File: src/adpm_consts.svh
// Register map, field positions, reset values and masks of the playback DMA and mixer block
// Functional notes
// - Each mixer volume holds 5-bit left and right gains, 00000 loudest, 11111 quietest.
// - Bit 15 mutes the path; mute and gains are read/write, other bits reserved.
// - Recording source field picks primary ADC, synth, serial, PCM or secondary ADC.
// - Playback control bit 0 reads 1 when the playback queue is empty.
// - Bits 1 and 2 mark buffer I or buffer II as the last transfer.
// - Bits 4 to 3 select rate converter output rate: 48, 44.1 or 32 kHz.
// - Writing 1 to bit 5 starts playback; writing 0 commands a stop.
// - After a stop with bit 7 at 0 the current buffer finishes before bus requests cease; a stop on a non-last buffer's final beat runs the next buffer too.
// - On overrun the newest data overwrites the oldest queued data.
// - Bit 6 pauses the transfer while bit 5 stays 1; clearing resumes.
// - Bit 7 chooses stop at buffer end (0) or immediate stop (1).
// - Bits 11 to 8 hold the sampling rate code, 5.5 kHz to 48 kHz.
// - Bits 13 to 12 select two, four, six or alternate six channel layout.
// - Multichannel samples run L, R, LS, RS, then centre and LFE.
// - Bit 14 selects 8-bit unsigned or 16-bit signed; bit 15 mono or stereo.
// - One length serves both buffers; each buffer moves the length plus one.
// - Reading the length returns the remaining count once playback started.
// - Buffer address registers take the start address, read back the current address.
// - Control bits 15 to 5 and 2 to 1 are read/write, bit 0 read-only.
// - Capture control mirrors playback except bit 0 is read/write and bit 12 read-only; bits 4 to 3 input rate, bit 13 bypass.
`ifndef ADPM_CONSTS_SVH
`define ADPM_CONSTS_SVH

// ==========================================================
// Byte offsets
`define ADPM_OFS_PCM_VOL 8'h00
`define ADPM_OFS_SYN_VOL 8'h02
`define ADPM_OFS_SER_VOL 8'h04
`define ADPM_OFS_REC_SRC 8'h06
`define ADPM_OFS_PB_CTRL 8'h08
`define ADPM_OFS_PB_LEN 8'h0a
`define ADPM_OFS_PB_BUF1 8'h0c
`define ADPM_OFS_PB_BUF2 8'h10
`define ADPM_OFS_CAP_CTRL 8'h14
`define ADPM_OFS_CAP_LEN 8'h16
`define ADPM_OFS_CAP_BUF1 8'h18
`define ADPM_OFS_CAP_BUF2 8'h1c

// ==========================================================
// Reset values and writable masks
`define ADPM_RST_VOL 16'h8808
`define ADPM_RST_REC 8'h00
`define ADPM_RST_CTRL 16'hca00
`define ADPM_RST_LEN 16'hffff
`define ADPM_RST_ADDR 32'h0000ffff
`define ADPM_WM_VOL 16'h9f1f
`define ADPM_WM_REC 8'h07
`define ADPM_WM_PB_CTRL 16'hffe6
`define ADPM_WM_CAP_CTRL 16'hefe7

// ==========================================================
// Field positions
`define ADPM_VOL_MUTE 15
`define ADPM_CTL_EMPTY 0
`define ADPM_CTL_LAST1 1
`define ADPM_CTL_LAST2 2
`define ADPM_CTL_CONV_LSB 3
`define ADPM_CTL_ACT 5
`define ADPM_CTL_PAUSE 6
`define ADPM_CTL_STOPPT 7
`define ADPM_CTL_RATE_LSB 8
`define ADPM_CTL_CHFMT_LSB 12
`define ADPM_CTL_BYPASS 13
`define ADPM_CTL_FMT16 14
`define ADPM_CTL_STEREO 15
`define ADPM_ADDR_STEP 32'h00000004

`endif

File: src/adpm_pkg.sv
// Types and helpers shared by the playback DMA and mixer block
`default_nettype none
package adpm_pkg;

	typedef enum logic [1:0] {
		ADPM_IDLE = 2'b00,
		ADPM_RUN = 2'b01,
		ADPM_HALT = 2'b10
	} adpm_eng_t;

	typedef enum logic [1:0] {
		ADPM_M_IDLE = 2'b00,
		ADPM_M_REQ = 2'b01,
		ADPM_M_WAIT = 2'b10,
		ADPM_M_PUSH = 2'b11
	} adpm_mst_t;

	// Merge the written byte lanes of one half-word into an old 16-bit value
	function automatic logic [15:0] adpm_wr16(input logic [15:0] old, input logic [31:0] wd,
		input logic [3:0] be, input logic hi);
		logic [15:0] d;
		logic [1:0] b;
		d = hi ? wd[31:16] : wd[15:0];
		b = hi ? be[3:2] : be[1:0];
		return {b[1] ? d[15:8] : old[15:8], b[0] ? d[7:0] : old[7:0]};
	endfunction

	function automatic logic [31:0] adpm_wr32(input logic [31:0] old, input logic [31:0] wd,
		input logic [3:0] be);
		return {adpm_wr16(old[31:16], wd, be, 1'b1), adpm_wr16(old[15:0], wd, be, 1'b0)};
	endfunction

	function automatic logic [15:0] adpm_mask16(input logic [15:0] old, input logic [15:0] nw,
		input logic [15:0] wm);
		return (nw & wm) | (old & ~wm);
	endfunction

endpackage
`default_nettype wire

File: src/adpm_strm_if.sv
// Word stream between the bus master and the playback queue
`default_nettype none
interface adpm_strm_if #(parameter int W = 32);
	logic valid;
	logic ready;
	logic [W-1:0] data;
	modport src (output valid, output data, input ready);
	modport snk (input valid, input data, output ready);
endinterface
`default_nettype wire

File: src/adpm_fifo.sv
// Playback queue: overwrite-on-overrun FIFO
`default_nettype none
module adpm_fifo #(
	parameter int W = 32,
	parameter int DEPTH = 8
) (
	input wire logic clk_i,
	input wire logic srst_i,
	adpm_strm_if.snk in_s,
	output logic out_valid_o,
	input wire logic out_ready_i,
	output logic [W-1:0] out_data_o,
	output logic empty_o
);
	localparam int AW = $clog2(DEPTH);
	localparam int CW = $clog2(DEPTH + 1);

	typedef struct packed {
		logic [DEPTH-1:0][W-1:0] mem;
		logic [AW-1:0] wp;
		logic [AW-1:0] rp;
		logic [CW-1:0] cnt;
	} adpm_fifo_st_t;

	adpm_fifo_st_t s_ff, nxt_s;
	logic full;
	logic push;
	logic pop;

	assign full = (s_ff.cnt == CW'(DEPTH));
	assign empty_o = (s_ff.cnt == '0);
	assign out_valid_o = !empty_o;
	assign out_data_o = s_ff.mem[s_ff.rp];
	// Ready tells the source to stop issuing; a word already fetched still lands
	assign in_s.ready = !full;
	assign push = in_s.valid;
	assign pop = out_ready_i && !empty_o;

	always_comb begin
		nxt_s = s_ff;
		if (push) begin
			nxt_s.mem[s_ff.wp] = in_s.data;
			nxt_s.wp = s_ff.wp + AW'(1);
		end
		if (push && full && !pop) begin
			nxt_s.rp = s_ff.rp + AW'(1);
		end else begin
			if (pop) begin
				nxt_s.rp = s_ff.rp + AW'(1);
			end
			if (push && !pop) begin
				nxt_s.cnt = s_ff.cnt + CW'(1);
			end else if (pop && !push) begin
				nxt_s.cnt = s_ff.cnt - CW'(1);
			end
		end
	end

	always_ff @(posedge clk_i) begin
		if (srst_i) begin
			nxt_s_rst: begin
				s_ff <= '0;
			end
		end else begin
			s_ff <= nxt_s;
		end
	end
endmodule // adpm_fifo
`default_nettype wire

File: src/adpm_master.sv
// Single-beat bus-master read unit
`default_nettype none
module adpm_master
	import adpm_pkg::*;
(
	input wire logic clk_i,
	input wire logic srst_i,
	input wire logic issue_i,
	input wire logic [31:0] addr_i,
	output logic busy_o,
	output logic done_o,
	output logic mem_req_o,
	output logic [31:0] mem_addr_o,
	input wire logic mem_gnt_i,
	input wire logic mem_rvalid_i,
	input wire logic [31:0] mem_rdata_i,
	adpm_strm_if.src push_s
);
	typedef struct packed {
		adpm_mst_t st;
		logic [31:0] addr;
		logic [31:0] data;
	} adpm_mst_st_t;

	adpm_mst_st_t s_ff, nxt_s;

	assign busy_o = (s_ff.st != ADPM_M_IDLE);
	assign done_o = (s_ff.st == ADPM_M_PUSH);
	assign mem_req_o = (s_ff.st == ADPM_M_REQ);
	assign mem_addr_o = s_ff.addr;
	assign push_s.valid = (s_ff.st == ADPM_M_PUSH);
	assign push_s.data = s_ff.data;

	always_comb begin
		nxt_s = s_ff;
		case (s_ff.st)
			ADPM_M_IDLE: begin
				if (issue_i) begin
					nxt_s.addr = addr_i;
					nxt_s.st = ADPM_M_REQ;
				end
			end
			ADPM_M_REQ: begin
				if (mem_gnt_i) begin
					nxt_s.st = ADPM_M_WAIT;
				end
			end
			ADPM_M_WAIT: begin
				if (mem_rvalid_i) begin
					nxt_s.data = mem_rdata_i;
					nxt_s.st = ADPM_M_PUSH;
				end
			end
			default: begin
				// Host data cannot be held back, so the push is never stalled
				nxt_s.st = ADPM_M_IDLE;
			end
		endcase
	end

	always_ff @(posedge clk_i) begin
		if (srst_i) begin
			s_ff <= '{st: ADPM_M_IDLE, addr: 32'h0, data: 32'h0};
		end else begin
			s_ff <= nxt_s;
		end
	end
endmodule // adpm_master
`default_nettype wire

File: src/adpm_dma_top.sv
// Playback DMA channel, mixer volume and capture control registers
`include "adpm_consts.svh"
`default_nettype none
module adpm_dma_top
	import adpm_pkg::*;
#(
	parameter int FIFO_DEPTH = 8
) (
	input wire logic clk_i,
	input wire logic srst_i,
	input wire logic [7:0] reg_addr_i,
	input wire logic reg_wr_i,
	input wire logic reg_rd_i,
	input wire logic [3:0] reg_be_i,
	input wire logic [31:0] reg_wdata_i,
	output logic [31:0] reg_rdata_o,
	output logic reg_rvalid_o,
	output logic mem_req_o,
	output logic [31:0] mem_addr_o,
	input wire logic mem_gnt_i,
	input wire logic mem_rvalid_i,
	input wire logic [31:0] mem_rdata_i,
	output logic smp_valid_o,
	input wire logic smp_ready_i,
	output logic [31:0] smp_data_o,
	output logic [15:0] pcm_vol_o,
	output logic [15:0] synth_vol_o,
	output logic [15:0] serial_vol_o,
	output logic [2:0] rec_src_o,
	output logic [1:0] pb_conv_rate_o,
	output logic [3:0] pb_smp_rate_o,
	output logic [1:0] pb_chan_fmt_o,
	output logic pb_fmt16_o,
	output logic pb_stereo_o,
	output logic pb_active_o,
	output logic [1:0] cap_conv_rate_o,
	output logic cap_bypass_o
);
	// ==========================================================
	// State
	typedef struct packed {
		logic [15:0] pcm_vol;
		logic [15:0] syn_vol;
		logic [15:0] ser_vol;
		logic [7:0] rec_src;
		logic [15:0] pb_ctrl;
		logic [15:0] pb_len;
		logic [15:0] pb_rem;
		logic [31:0] start1;
		logic [31:0] start2;
		logic [31:0] cur1;
		logic [31:0] cur2;
		logic [15:0] cap_ctrl;
		logic [15:0] cap_len;
		logic [31:0] cap_b1;
		logic [31:0] cap_b2;
		adpm_eng_t st;
		logic sel;
		logic stop_pend;
		logic started;
		logic [31:0] rdata;
		logic rvalid;
	} adpm_top_st_t;

	adpm_top_st_t s_ff, nxt_s;

	adpm_strm_if #(.W(32)) strm ();

	logic m_busy;
	logic m_done;
	logic issue;
	logic [31:0] issue_addr;
	logic q_empty;
	logic [5:0] dw;
	logic [15:0] ctl_new;
	logic buf_last;

	assign dw = reg_addr_i[7:2];

	// ==========================================================
	// Sub-blocks
	adpm_master u_master (
		.clk_i(clk_i),
		.srst_i(srst_i),
		.issue_i(issue),
		.addr_i(issue_addr),
		.busy_o(m_busy),
		.done_o(m_done),
		.mem_req_o(mem_req_o),
		.mem_addr_o(mem_addr_o),
		.mem_gnt_i(mem_gnt_i),
		.mem_rvalid_i(mem_rvalid_i),
		.mem_rdata_i(mem_rdata_i),
		.push_s(strm.src)
	);

	// Words pass through in memory order, so channel interleave is kept as fetched
	adpm_fifo #(.W(32), .DEPTH(FIFO_DEPTH)) u_queue (
		.clk_i(clk_i),
		.srst_i(srst_i),
		.in_s(strm.snk),
		.out_valid_o(smp_valid_o),
		.out_ready_i(smp_ready_i),
		.out_data_o(smp_data_o),
		.empty_o(q_empty)
	);

	// ==========================================================
	// Engine issue
	// Only one read is outstanding, so queue room at issue guarantees a slot
	assign issue_addr = s_ff.sel ? s_ff.cur2 : s_ff.cur1;
	assign issue = (s_ff.st == ADPM_RUN) && !s_ff.pb_ctrl[`ADPM_CTL_PAUSE] &&
		!m_busy && strm.ready;
	assign buf_last = s_ff.sel ? s_ff.pb_ctrl[`ADPM_CTL_LAST2] : s_ff.pb_ctrl[`ADPM_CTL_LAST1];
	assign ctl_new = adpm_mask16(s_ff.pb_ctrl, adpm_wr16(s_ff.pb_ctrl, reg_wdata_i, reg_be_i,
		1'b0), `ADPM_WM_PB_CTRL);

	always_comb begin
		nxt_s = s_ff;
		nxt_s.rvalid = reg_rd_i;

		// ==========================================================
		// Beat accounting
		if (m_done) begin
			if (s_ff.sel) begin
				nxt_s.cur2 = s_ff.cur2 + `ADPM_ADDR_STEP;
			end else begin
				nxt_s.cur1 = s_ff.cur1 + `ADPM_ADDR_STEP;
			end
			if (s_ff.pb_rem != 16'h0) begin
				nxt_s.pb_rem = s_ff.pb_rem - 16'h1;
			end else if (buf_last || s_ff.stop_pend || s_ff.st != ADPM_RUN) begin
				nxt_s.st = ADPM_IDLE;
				nxt_s.stop_pend = 1'b0;
			end else begin
				nxt_s.sel = !s_ff.sel;
				if (s_ff.sel) begin
					nxt_s.cur1 = s_ff.start1;
				end else begin
					nxt_s.cur2 = s_ff.start2;
				end
				nxt_s.pb_rem = s_ff.pb_len;
			end
		end
		if (s_ff.st == ADPM_HALT && !m_busy) begin
			nxt_s.st = ADPM_IDLE;
			nxt_s.stop_pend = 1'b0;
		end

		// ==========================================================
		// Host writes
		if (reg_wr_i) begin
			if (dw == `ADPM_OFS_PCM_VOL >> 2) begin
				nxt_s.pcm_vol = adpm_mask16(s_ff.pcm_vol, adpm_wr16(s_ff.pcm_vol, reg_wdata_i,
					reg_be_i, 1'b0), `ADPM_WM_VOL);
				nxt_s.syn_vol = adpm_mask16(s_ff.syn_vol, adpm_wr16(s_ff.syn_vol, reg_wdata_i,
					reg_be_i, 1'b1), `ADPM_WM_VOL);
			end else if (dw == `ADPM_OFS_SER_VOL >> 2) begin
				nxt_s.ser_vol = adpm_mask16(s_ff.ser_vol, adpm_wr16(s_ff.ser_vol, reg_wdata_i,
					reg_be_i, 1'b0), `ADPM_WM_VOL);
				if (reg_be_i[2]) begin
					nxt_s.rec_src = reg_wdata_i[23:16] & `ADPM_WM_REC;
				end
			end else if (dw == `ADPM_OFS_PB_CTRL >> 2) begin
				nxt_s.pb_ctrl = ctl_new;
				if (reg_be_i[0]) begin
					if (ctl_new[`ADPM_CTL_ACT]) begin
						if (s_ff.st == ADPM_IDLE) begin
							nxt_s.st = ADPM_RUN;
							nxt_s.sel = 1'b0;
							nxt_s.cur1 = s_ff.start1;
							nxt_s.pb_rem = s_ff.pb_len;
							nxt_s.started = 1'b1;
						end
						nxt_s.stop_pend = 1'b0;
					end else if (s_ff.st == ADPM_RUN) begin
						// A buffer-end stop (bit 7 at 0) that lands on the final beat of a buffer not marked last ends only after the next buffer
						if (ctl_new[`ADPM_CTL_STOPPT]) begin
							nxt_s.st = ADPM_HALT;
						end else if (nxt_s.st == ADPM_RUN) begin
							nxt_s.stop_pend = 1'b1;
						end
					end
				end
				if (reg_be_i[3:2] != 2'b00) begin
					nxt_s.pb_len = adpm_wr16(s_ff.pb_len, reg_wdata_i, reg_be_i, 1'b1);
				end
			end else if (dw == `ADPM_OFS_PB_BUF1 >> 2) begin
				nxt_s.start1 = adpm_wr32(s_ff.start1, reg_wdata_i, reg_be_i);
				nxt_s.cur1 = adpm_wr32(s_ff.cur1, reg_wdata_i, reg_be_i);
			end else if (dw == `ADPM_OFS_PB_BUF2 >> 2) begin
				nxt_s.start2 = adpm_wr32(s_ff.start2, reg_wdata_i, reg_be_i);
				nxt_s.cur2 = adpm_wr32(s_ff.cur2, reg_wdata_i, reg_be_i);
			end else if (dw == `ADPM_OFS_CAP_CTRL >> 2) begin
				nxt_s.cap_ctrl = adpm_mask16(s_ff.cap_ctrl, adpm_wr16(s_ff.cap_ctrl, reg_wdata_i,
					reg_be_i, 1'b0), `ADPM_WM_CAP_CTRL);
				nxt_s.cap_len = adpm_wr16(s_ff.cap_len, reg_wdata_i, reg_be_i, 1'b1);
			end else if (dw == `ADPM_OFS_CAP_BUF1 >> 2) begin
				nxt_s.cap_b1 = adpm_wr32(s_ff.cap_b1, reg_wdata_i, reg_be_i);
			end else if (dw == `ADPM_OFS_CAP_BUF2 >> 2) begin
				nxt_s.cap_b2 = adpm_wr32(s_ff.cap_b2, reg_wdata_i, reg_be_i);
			end
		end

		// ==========================================================
		// Host reads
		if (reg_rd_i) begin
			if (dw == `ADPM_OFS_PCM_VOL >> 2) begin
				nxt_s.rdata = {s_ff.syn_vol, s_ff.pcm_vol};
			end else if (dw == `ADPM_OFS_SER_VOL >> 2) begin
				nxt_s.rdata = {8'h00, s_ff.rec_src, s_ff.ser_vol};
			end else if (dw == `ADPM_OFS_PB_CTRL >> 2) begin
				nxt_s.rdata = {s_ff.started ? s_ff.pb_rem : s_ff.pb_len,
					s_ff.pb_ctrl[15:1], q_empty};
			end else if (dw == `ADPM_OFS_PB_BUF1 >> 2) begin
				nxt_s.rdata = s_ff.cur1;
			end else if (dw == `ADPM_OFS_PB_BUF2 >> 2) begin
				nxt_s.rdata = s_ff.cur2;
			end else if (dw == `ADPM_OFS_CAP_CTRL >> 2) begin
				nxt_s.rdata = {s_ff.cap_len, s_ff.cap_ctrl};
			end else if (dw == `ADPM_OFS_CAP_BUF1 >> 2) begin
				nxt_s.rdata = s_ff.cap_b1;
			end else if (dw == `ADPM_OFS_CAP_BUF2 >> 2) begin
				nxt_s.rdata = s_ff.cap_b2;
			end else begin
				nxt_s.rdata = 32'h0;
			end
		end
	end

	always_ff @(posedge clk_i) begin
		if (srst_i) begin
			s_ff <= '{pcm_vol: `ADPM_RST_VOL, syn_vol: `ADPM_RST_VOL, ser_vol: `ADPM_RST_VOL,
				rec_src: `ADPM_RST_REC, pb_ctrl: `ADPM_RST_CTRL, pb_len: `ADPM_RST_LEN,
				pb_rem: `ADPM_RST_LEN, start1: `ADPM_RST_ADDR, start2: `ADPM_RST_ADDR,
				cur1: `ADPM_RST_ADDR, cur2: `ADPM_RST_ADDR, cap_ctrl: `ADPM_RST_CTRL,
				cap_len: `ADPM_RST_LEN, cap_b1: `ADPM_RST_ADDR, cap_b2: `ADPM_RST_ADDR,
				st: ADPM_IDLE, sel: 1'b0, stop_pend: 1'b0, started: 1'b0, rdata: 32'h0,
				rvalid: 1'b0};
		end else begin
			s_ff <= nxt_s;
		end
	end

	// ==========================================================
	// Outputs
	assign reg_rdata_o = s_ff.rdata;
	assign reg_rvalid_o = s_ff.rvalid;
	assign pcm_vol_o = s_ff.pcm_vol;
	assign synth_vol_o = s_ff.syn_vol;
	assign serial_vol_o = s_ff.ser_vol;
	assign rec_src_o = s_ff.rec_src[2:0];
	assign pb_conv_rate_o = s_ff.pb_ctrl[`ADPM_CTL_CONV_LSB +: 2];
	assign pb_smp_rate_o = s_ff.pb_ctrl[`ADPM_CTL_RATE_LSB +: 4];
	assign pb_chan_fmt_o = s_ff.pb_ctrl[`ADPM_CTL_CHFMT_LSB +: 2];
	assign pb_fmt16_o = s_ff.pb_ctrl[`ADPM_CTL_FMT16];
	assign pb_stereo_o = s_ff.pb_ctrl[`ADPM_CTL_STEREO];
	assign pb_active_o = (s_ff.st != ADPM_IDLE);
	assign cap_conv_rate_o = s_ff.cap_ctrl[`ADPM_CTL_CONV_LSB +: 2];
	assign cap_bypass_o = s_ff.cap_ctrl[`ADPM_CTL_BYPASS];
endmodule // adpm_dma_top
`default_nettype wire

File: config.mk
export PLATFORM = sky130hd
export DESIGN_NAME = adpm_dma_top
export DESIGN_NICKNAME = d
export VERILOG_FILES = /design/src/adpm_pkg.sv /design/src/adpm_strm_if.sv /design/src/adpm_fifo.sv /design/src/adpm_master.sv /design/src/adpm_dma_top.sv
export VERILOG_INCLUDE_DIRS = /design/src
export SDC_FILE = /design/constraint.sdc
export NUM_CORES = 2
export LEC_CHECK = 0
export BUFFER_PORTS_ARGS = -buffer_cell sky130_fd_sc_hd__buf_2
export CAP_MARGIN = 10
export CORE_ASPECT_RATIO = 0.7
export CORE_UTILIZATION = 35
export CTS_CLUSTER_SIZE = 16
export DETAILED_ROUTE_END_ITERATION = 10
export PLACE_DENSITY = 0.53
export SLEW_MARGIN = 15
export SYNTH_ARGS = -nofsm -noshare
export SYNTH_HDL_FRONTEND = slang
export SYNTH_SLANG_ARGS = --single-unit
File: constraint.sdc
create_clock -name clk_i -period 3.05 [get_ports clk_i]
set_input_delay 0.1525 -clock clk_i [delete_from_list [all_inputs] [get_ports clk_i]]
set_output_delay 0.1525 -clock clk_i [all_outputs]
set_load 0.02 [all_outputs]
Word level (Yosys, flattened, before mapping)
Cells that the tools add are included.

Add/sub/neg operators: 7. Order comparisons: 3. Eq/ne operators: 26. Muxes and demuxes: 111. Bitwise operators: 13. Reduce and logical (&&, ||, !) cells: 59.

Operators by type and width (number): $mux 32 (28); $mux 245 (3); $mux 64 (5); $bwmux 256 (1); $mux 128 (2); $mux 8 (29); $mux 16 (8); $bmux 32 s3 (1); $demux 32 s3 (1); $mux 96 (1); $add 32x3->32 const B (2); $or 16x15->16 (3); $reduce_and 7->1 (6); $reduce_and 10->1 (4); $reduce_and 6->1 (6); $reduce_and 9->1 (4); $mux 34 (1); $ne 7x7->1 const B (4); $mux 5 (5); $eq 6x3->1 const B (4); $ne 6x6->1 const B (4); $mux 4 (4); $or 16x13->16 (1); $or 16x5->16 (1); other kinds (30) (91).

Register bits after elaboration: 693. Output and inout port bits: 164. Word-level logic and storage cells: 274.

Depth between registers and ports, before layout
Word-level depth: 17. Gate-level depth with buffers: 11. Depth with buffers taken out: 11.

Hierarchy
From an unflattened synthesis, not the netlist that was laid out.

Cell total of the unflattened synthesis: 4113. Area total of the unflattened synthesis: 33767.4 um2.

Modules (own cells, without submodules): adpm_dma_top (times used 1, cells an instance 2410, area an instance 19398.6 um2); adpm_fifo (times used 1, cells an instance 1336, area an instance 11498.5 um2); adpm_master (times used 1, cells an instance 367, area an instance 2870.3 um2).

Least setup slack after synthesis
No wires, ideal clock.

Path type: register to register. Start point: register u_queue.s_ff[0] in the netlist's numbering. End point: register u_queue.s_ff[3] in the netlist's numbering. Setup time: 128 ps. Arrival time: 2416 ps. Path slack: 506 ps. Stages on the path, launching flop included: 12. Buffers on the path: 0. Period minus slack after synthesis: 2544 ps. Cells stage by stage: dfxtp_1 or4_1 nand2_1 ha_1 inv_1 ha_1 a21o_1 a21oi_1 xnor2_1 nor3_1 xnor2_1 nor2_1.

Longest elaborated chain between the ends: 7. Elaborated cells on any way between the ends: 16. Classes of those cells: add/sub: 2; eq/ne: 1; mux: 2; bitwise: 1; reduce/logical: 10.

Ends and longest elaborated chain: start, declared (line adpm_fifo.sv:25) `adpm_fifo_st_t s_ff, nxt_s;`; start signal, assigned (line adpm_fifo.sv:65) `s_ff <= nxt_s;`; $logic_not 4->1 (*) (line adpm_fifo.sv:31) `assign empty_o = (s_ff.cnt == '0);`; $logic_not 1->1 (*); net smp_valid_o (line adpm_dma_top.sv:23) `output logic smp_valid_o,`; $logic_and 1x1->1 (*) (line adpm_fifo.sv:37) `assign pop = out_ready_i && !empty_o;`; $logic_not 1->1 (line adpm_fifo.sv:45, adpm_fifo.sv:51); $logic_and 1x1->1 (on tied branches) (line adpm_fifo.sv:51, adpm_fifo.sv:45); $reduce_bool 2->1 (no source line) / $not 1->1 (equally long branches); $reduce_and 2->1 (no source line).

Mark *: on every way through the listed nets, which the timed path passes. The rest lies on a longest branch. The select of a mux whose other input is x is not followed. A chain may end at the register's enable or synchronous reset.

Final worst setup path
Start point: register s_ff[136] in the netlist's numbering. End point: register s_ff[164] in the netlist's numbering.

Longest elaborated chain between the ends: 12.

Ends and longest elaborated chain: start, declared (line adpm_dma_top.sv:65) `adpm_top_st_t s_ff, nxt_s;`; start signal, assigned (line adpm_dma_top.sv:233) `` s_ff <= '{pcm_vol: `ADPM_RST_VOL, syn_vol: `ADPM_RST_VOL, ser_vol: `ADPM_RST_VOL, ``; start signal, assigned (line adpm_dma_top.sv:241) `s_ff <= nxt_s;`; $add 32x3->32 (no source line) (*); $mux 32 (*) (line adpm_dma_top.sv:125) `if (s_ff.sel) begin`; $mux 32 (line adpm_dma_top.sv:137) `if (s_ff.sel) begin`; $mux 64 (line adpm_dma_top.sv:132) `end else if (buf_last || s_ff.stop_pend || s_ff.st != ADPM_RUN) begin`; $mux 64 (*) (line adpm_dma_top.sv:130) `if (s_ff.pb_rem != 16'h0) begin`; $mux 64 (*) (line adpm_dma_top.sv:124) `if (m_done) begin`; $mux 32 (line adpm_dma_top.sv:191) `` end else if (dw == `ADPM_OFS_PB_BUF2 >> 2) begin ``; $mux 128 (line adpm_dma_top.sv:188) `` end else if (dw == `ADPM_OFS_PB_BUF1 >> 2) begin ``; $mux 128 (line adpm_dma_top.sv:164) `` end else if (dw == `ADPM_OFS_PB_CTRL >> 2) begin ``; $mux 245 (line adpm_dma_top.sv:158) `` end else if (dw == `ADPM_OFS_SER_VOL >> 2) begin ``; $mux 245 (line adpm_dma_top.sv:153) `` if (dw == `ADPM_OFS_PCM_VOL >> 2) begin ``; $mux 245 (*) (line adpm_dma_top.sv:152) `if (reg_wr_i) begin`.

Every way passes the cells marked *; elsewhere a longest branch is shown, timed or not.

==> impl_metrics.py <==
metrics = {
    "worst_hold_path": {
        "min_path_type": "primary input to flip-flop",
    },
    "power": {
        "ir_worst_vdd_mv": 0.377,
        "finalPower_mw": 21.1,
        "power_leakage_nw": 14.2,
        "power_density_nw_per_um2": 556,
    },
    "cts": {
        "htreeDepth": 3,
        "cts.sinks": 672,
        "cts.clk_slew.worst_paths_ps": 60,
        "post_cts_buffers": 0,
        "numCtsBuffers": 73,
        "clock_path_buffers": 3,
        "cts-resized-gates": 0,
        "root_buffer": "clkbuf_16",
        "cts_tree": "done",
        "clk_latency_ps": 650,
        "cts_hold_buf": 71,
    },
    "yosys": {
        "yosysTopAreaCell": "dfxtp_1",
        "synth_edf_count": 0,
        "synth_common_cells": "nand2_1, dfxtp_1, a21oi_1",
        "synthFlopType": "dfxtp_1",
        "syn_inst": 3958,
        "synth_cell_type_count": 98,
        "yosys.cell_count.top_type": "nand2_1",
        "async_reset_ff_frac": 0,
        "synth_area_leaders": "dfxtp_1, nand2_1, a21oi_1",
        "ys_warn_count": 0,
        "synth_area_per_cell_sq_um": 8.26,
        "syn_area_sq_um": 32700,
        "synth_seq_cells": 672,
        "ys_seq_area_frac": 0.411,
        "netlist.area_leader.share": 0.411,
    },
    "floorplanning": {
        "pin_count": 247,
        "core-area_sq_um": 92300,
        "die_area_sq_um": 94700,
        "num_rows": 93,
        "die_w_um": 367,
        "die_h_um": 258,
        "start_util": 0.354,
    },
    "routing": {
        "first_pass_iters": 6,
        "vias": 30400,
        "drtIter0Drc": 3945,
        "avgViaCountPerCell": 5.68,
        "wl_per_cell_um": 23.8,
        "drcViolationCount": 0,
        "postRouteAntennaNets": 0,
        "routed_wl_mm": 127,
    },
    "critical_path": {
        "cp.depth": 7,
        "r2r_slack_ps": 210,
        "critPathBufInv": 0,
        "worst_setup_path_start_kind": "flip-flop",
        "crit_type": "flip-flop to flip-flop",
        "reg2reg_to": "s_ff[164]",
        "setup.worst_path.end": "s_ff[164]",
        "worstPathRequired_ps": 3590,
        "worstSetupEndpointType": "flip-flop",
        "reg2reg_depth": 7,
        "critPathLaunch": "s_ff[136]",
        "critical_path.cell_chain": "ha_1 -> nand2_1 -> or4_1 -> nor3_1 -> a211o_1 -> o211ai_1 -> a211oi_1",
        "r2r_start": "s_ff[136]",
        "crit_fanout": 7,
        "cpMaxStageDelayCell": "or4_1",
        "critPathArrivalTime_ps": 3380,
        "critPathTopFamily": "simple AND/OR/NAND/NOR gates",
        "max_stage_delay_ps": 780,
    },
    "timing": {
        "fmax_ghz": 0.353,
        "post-route-period-util": 0.930,
        "maxSlewHeadroom": 0.184,
        "tns_ps": 0,
        "tightestPinTransition_ps": 1220,
        "final.min_clock_period_ps": 2840,
        "rsz0062_at_grt": "false",
        "setup_violations": 0,
        "finClkSkew_ps": 33.7,
        "hold_viol": 0,
        "final_max_slew_viol_count": 0,
    },
    "global_routing": {
        "gr-usage-all-layers": 0.259,
        "grt_max_degree": 215,
        "grt_pass1_wl_mm": 187,
        "grt_pass1_vias": 27500,
        "antenna_found_initial": 6,
        "overflow": 0,
    },
    "layout": {
        "stdcell_area_sq_um": 38000,
        "fin_nets": 4145,
        "drive_gt1_frac": 0.173,
        "num-fill-cells": 9280,
        "antenna_cells": 0,
        "area_growth_pct": 16.1,
    },
    "flow_run": {
        "cap_violations": 0,
    },
    "placement": {
        "placed_cell_area_sq_um": 34800,
        "gp_congestion": 0.956,
        "hpwl_mm": 85.7,
        "port_buffers": 225,
    },
    "outcome": {
        "status": "complete, no violations",
    },
}
[cell type report]
class,count,area [sq um],area share
inverter,50,190,0.00501
clock inverter,29,349,0.00919
timing repair buffer,466,3340,0.0879
multi-input combinational,2785,16900,0.446
sequential,672,13500,0.355
clock buffer,104,2140,0.0563
tap,1235,1550,0.0407
[stage by stage]
step / util / hold slack (ps) / cells / setup slack [ps]
floorplan: - / 278 / 3976 / 506
global placement: 0.377 / 392 / 5137 / 415
detailed placement: 0.377 / 401 / 5137 / 336
CTS: 0.411 / 7.69 / 5341 / 207
global route: 0.411 / 62.6 / 5341 / 121
finish: 0.411 / 52.1 / 5341 / 214
[routing by layer]
metal | track usage | part of all wire
met5 | 0 | 0.00010
met3 | 0.0702 | 0.11
met4 | 0.0630 | 0.020
met1 | 0.401 | 0.47
met2 | 0.347 | 0.39
[cells in the final DEF, fill, tap and decap left out, types with 19 or more instances in the layout]
master,count
nand2_1,882
dfxtp_1,668
a21oi_1,457
nor2_1,230
buf_2,223
mux2i_1,203
nand3_1,165
buf_4,154
o21ai_0,129
mux4_2,75
clkbuf_16,75
dlygate4sd3_1,71
a211oi_1,61
inv_1,44
nor3_1,40
mux2_2,39
a221oi_1,39
nand4_1,29
o22ai_1,25
o211ai_1,21
nor4_1,19
conb_1,19
[flip-flops by register name (all words and copies together), names as in the netlist]
| register | cells |
|---|---|
| pcm_vol_o | 11 |
| reg_rvalid_o | 1 |
| pb_chan_fmt_o | 2 |
| u_master.s_ff | 2 |
| serial_vol_o | 11 |
| u_master.push_s.data | 32 |
| synth_vol_o | 11 |
| u_queue.s_ff | 266 |
| cap_bypass_o | 1 |
| pb_smp_rate_o | 4 |
| pb_stereo_o | 1 |
| reg_rdata_o | 32 |
| u_master.mem_addr_o | 32 |
| s_ff | 262 |
| pb_fmt16_o | 1 |
| rec_src_o | 3 |
[worst min-delay path by stage]
| stage | from | to | slack (ps) | cells past startpoint |
|---|---|---|---|---|
| after floorplan | reg_wdata_i[4] | s_ff[42] | 280 | 2 |
| after global placement | mem_rdata_i[0] | u_master.push_s.data[0] | 390 | 3 |
| after detailed placement | mem_rdata_i[21] | u_master.push_s.data[21] | 400 | 3 |
| after CTS | mem_rvalid_i | u_master.s_ff[64] | 8 | 4 |
| after global routing | mem_rvalid_i | u_master.s_ff[64] | 60 | 4 |
| final | mem_rvalid_i | u_master.s_ff[64] | 50 | 4 |
[worst min-delay path: stages]
cell and delay (ps):
buf_2 110, nand2b_1 130, o221ai_1 130, a211oi_1 90
[kinds of logic (layout without fill, tap and decap cells)]
kind of cell,count (synthesis),in the layout,share of synthesized area
AO/OA/AOI/OAI,915,915,0.171
XOR/XNOR,15,15,0.00402
adder cells (fa/ha/maj),14,14,0.00559
buffers and inverters,519,649,0.0762
flip-flops,672,672,0.411
multiplexers,318,318,0.128
other,1,19,0.000115
AND/OR/NAND/NOR,1504,1504,0.204
[report_power, final]
group | switching, mW | internal [mW]
Sequential | 0.307 | 8.95
Clock | 3.97 | 5.42
Combinational | 1.53 | 0.929
Total | 5.80 | 15.3
(Power assumes the default switching activity.)
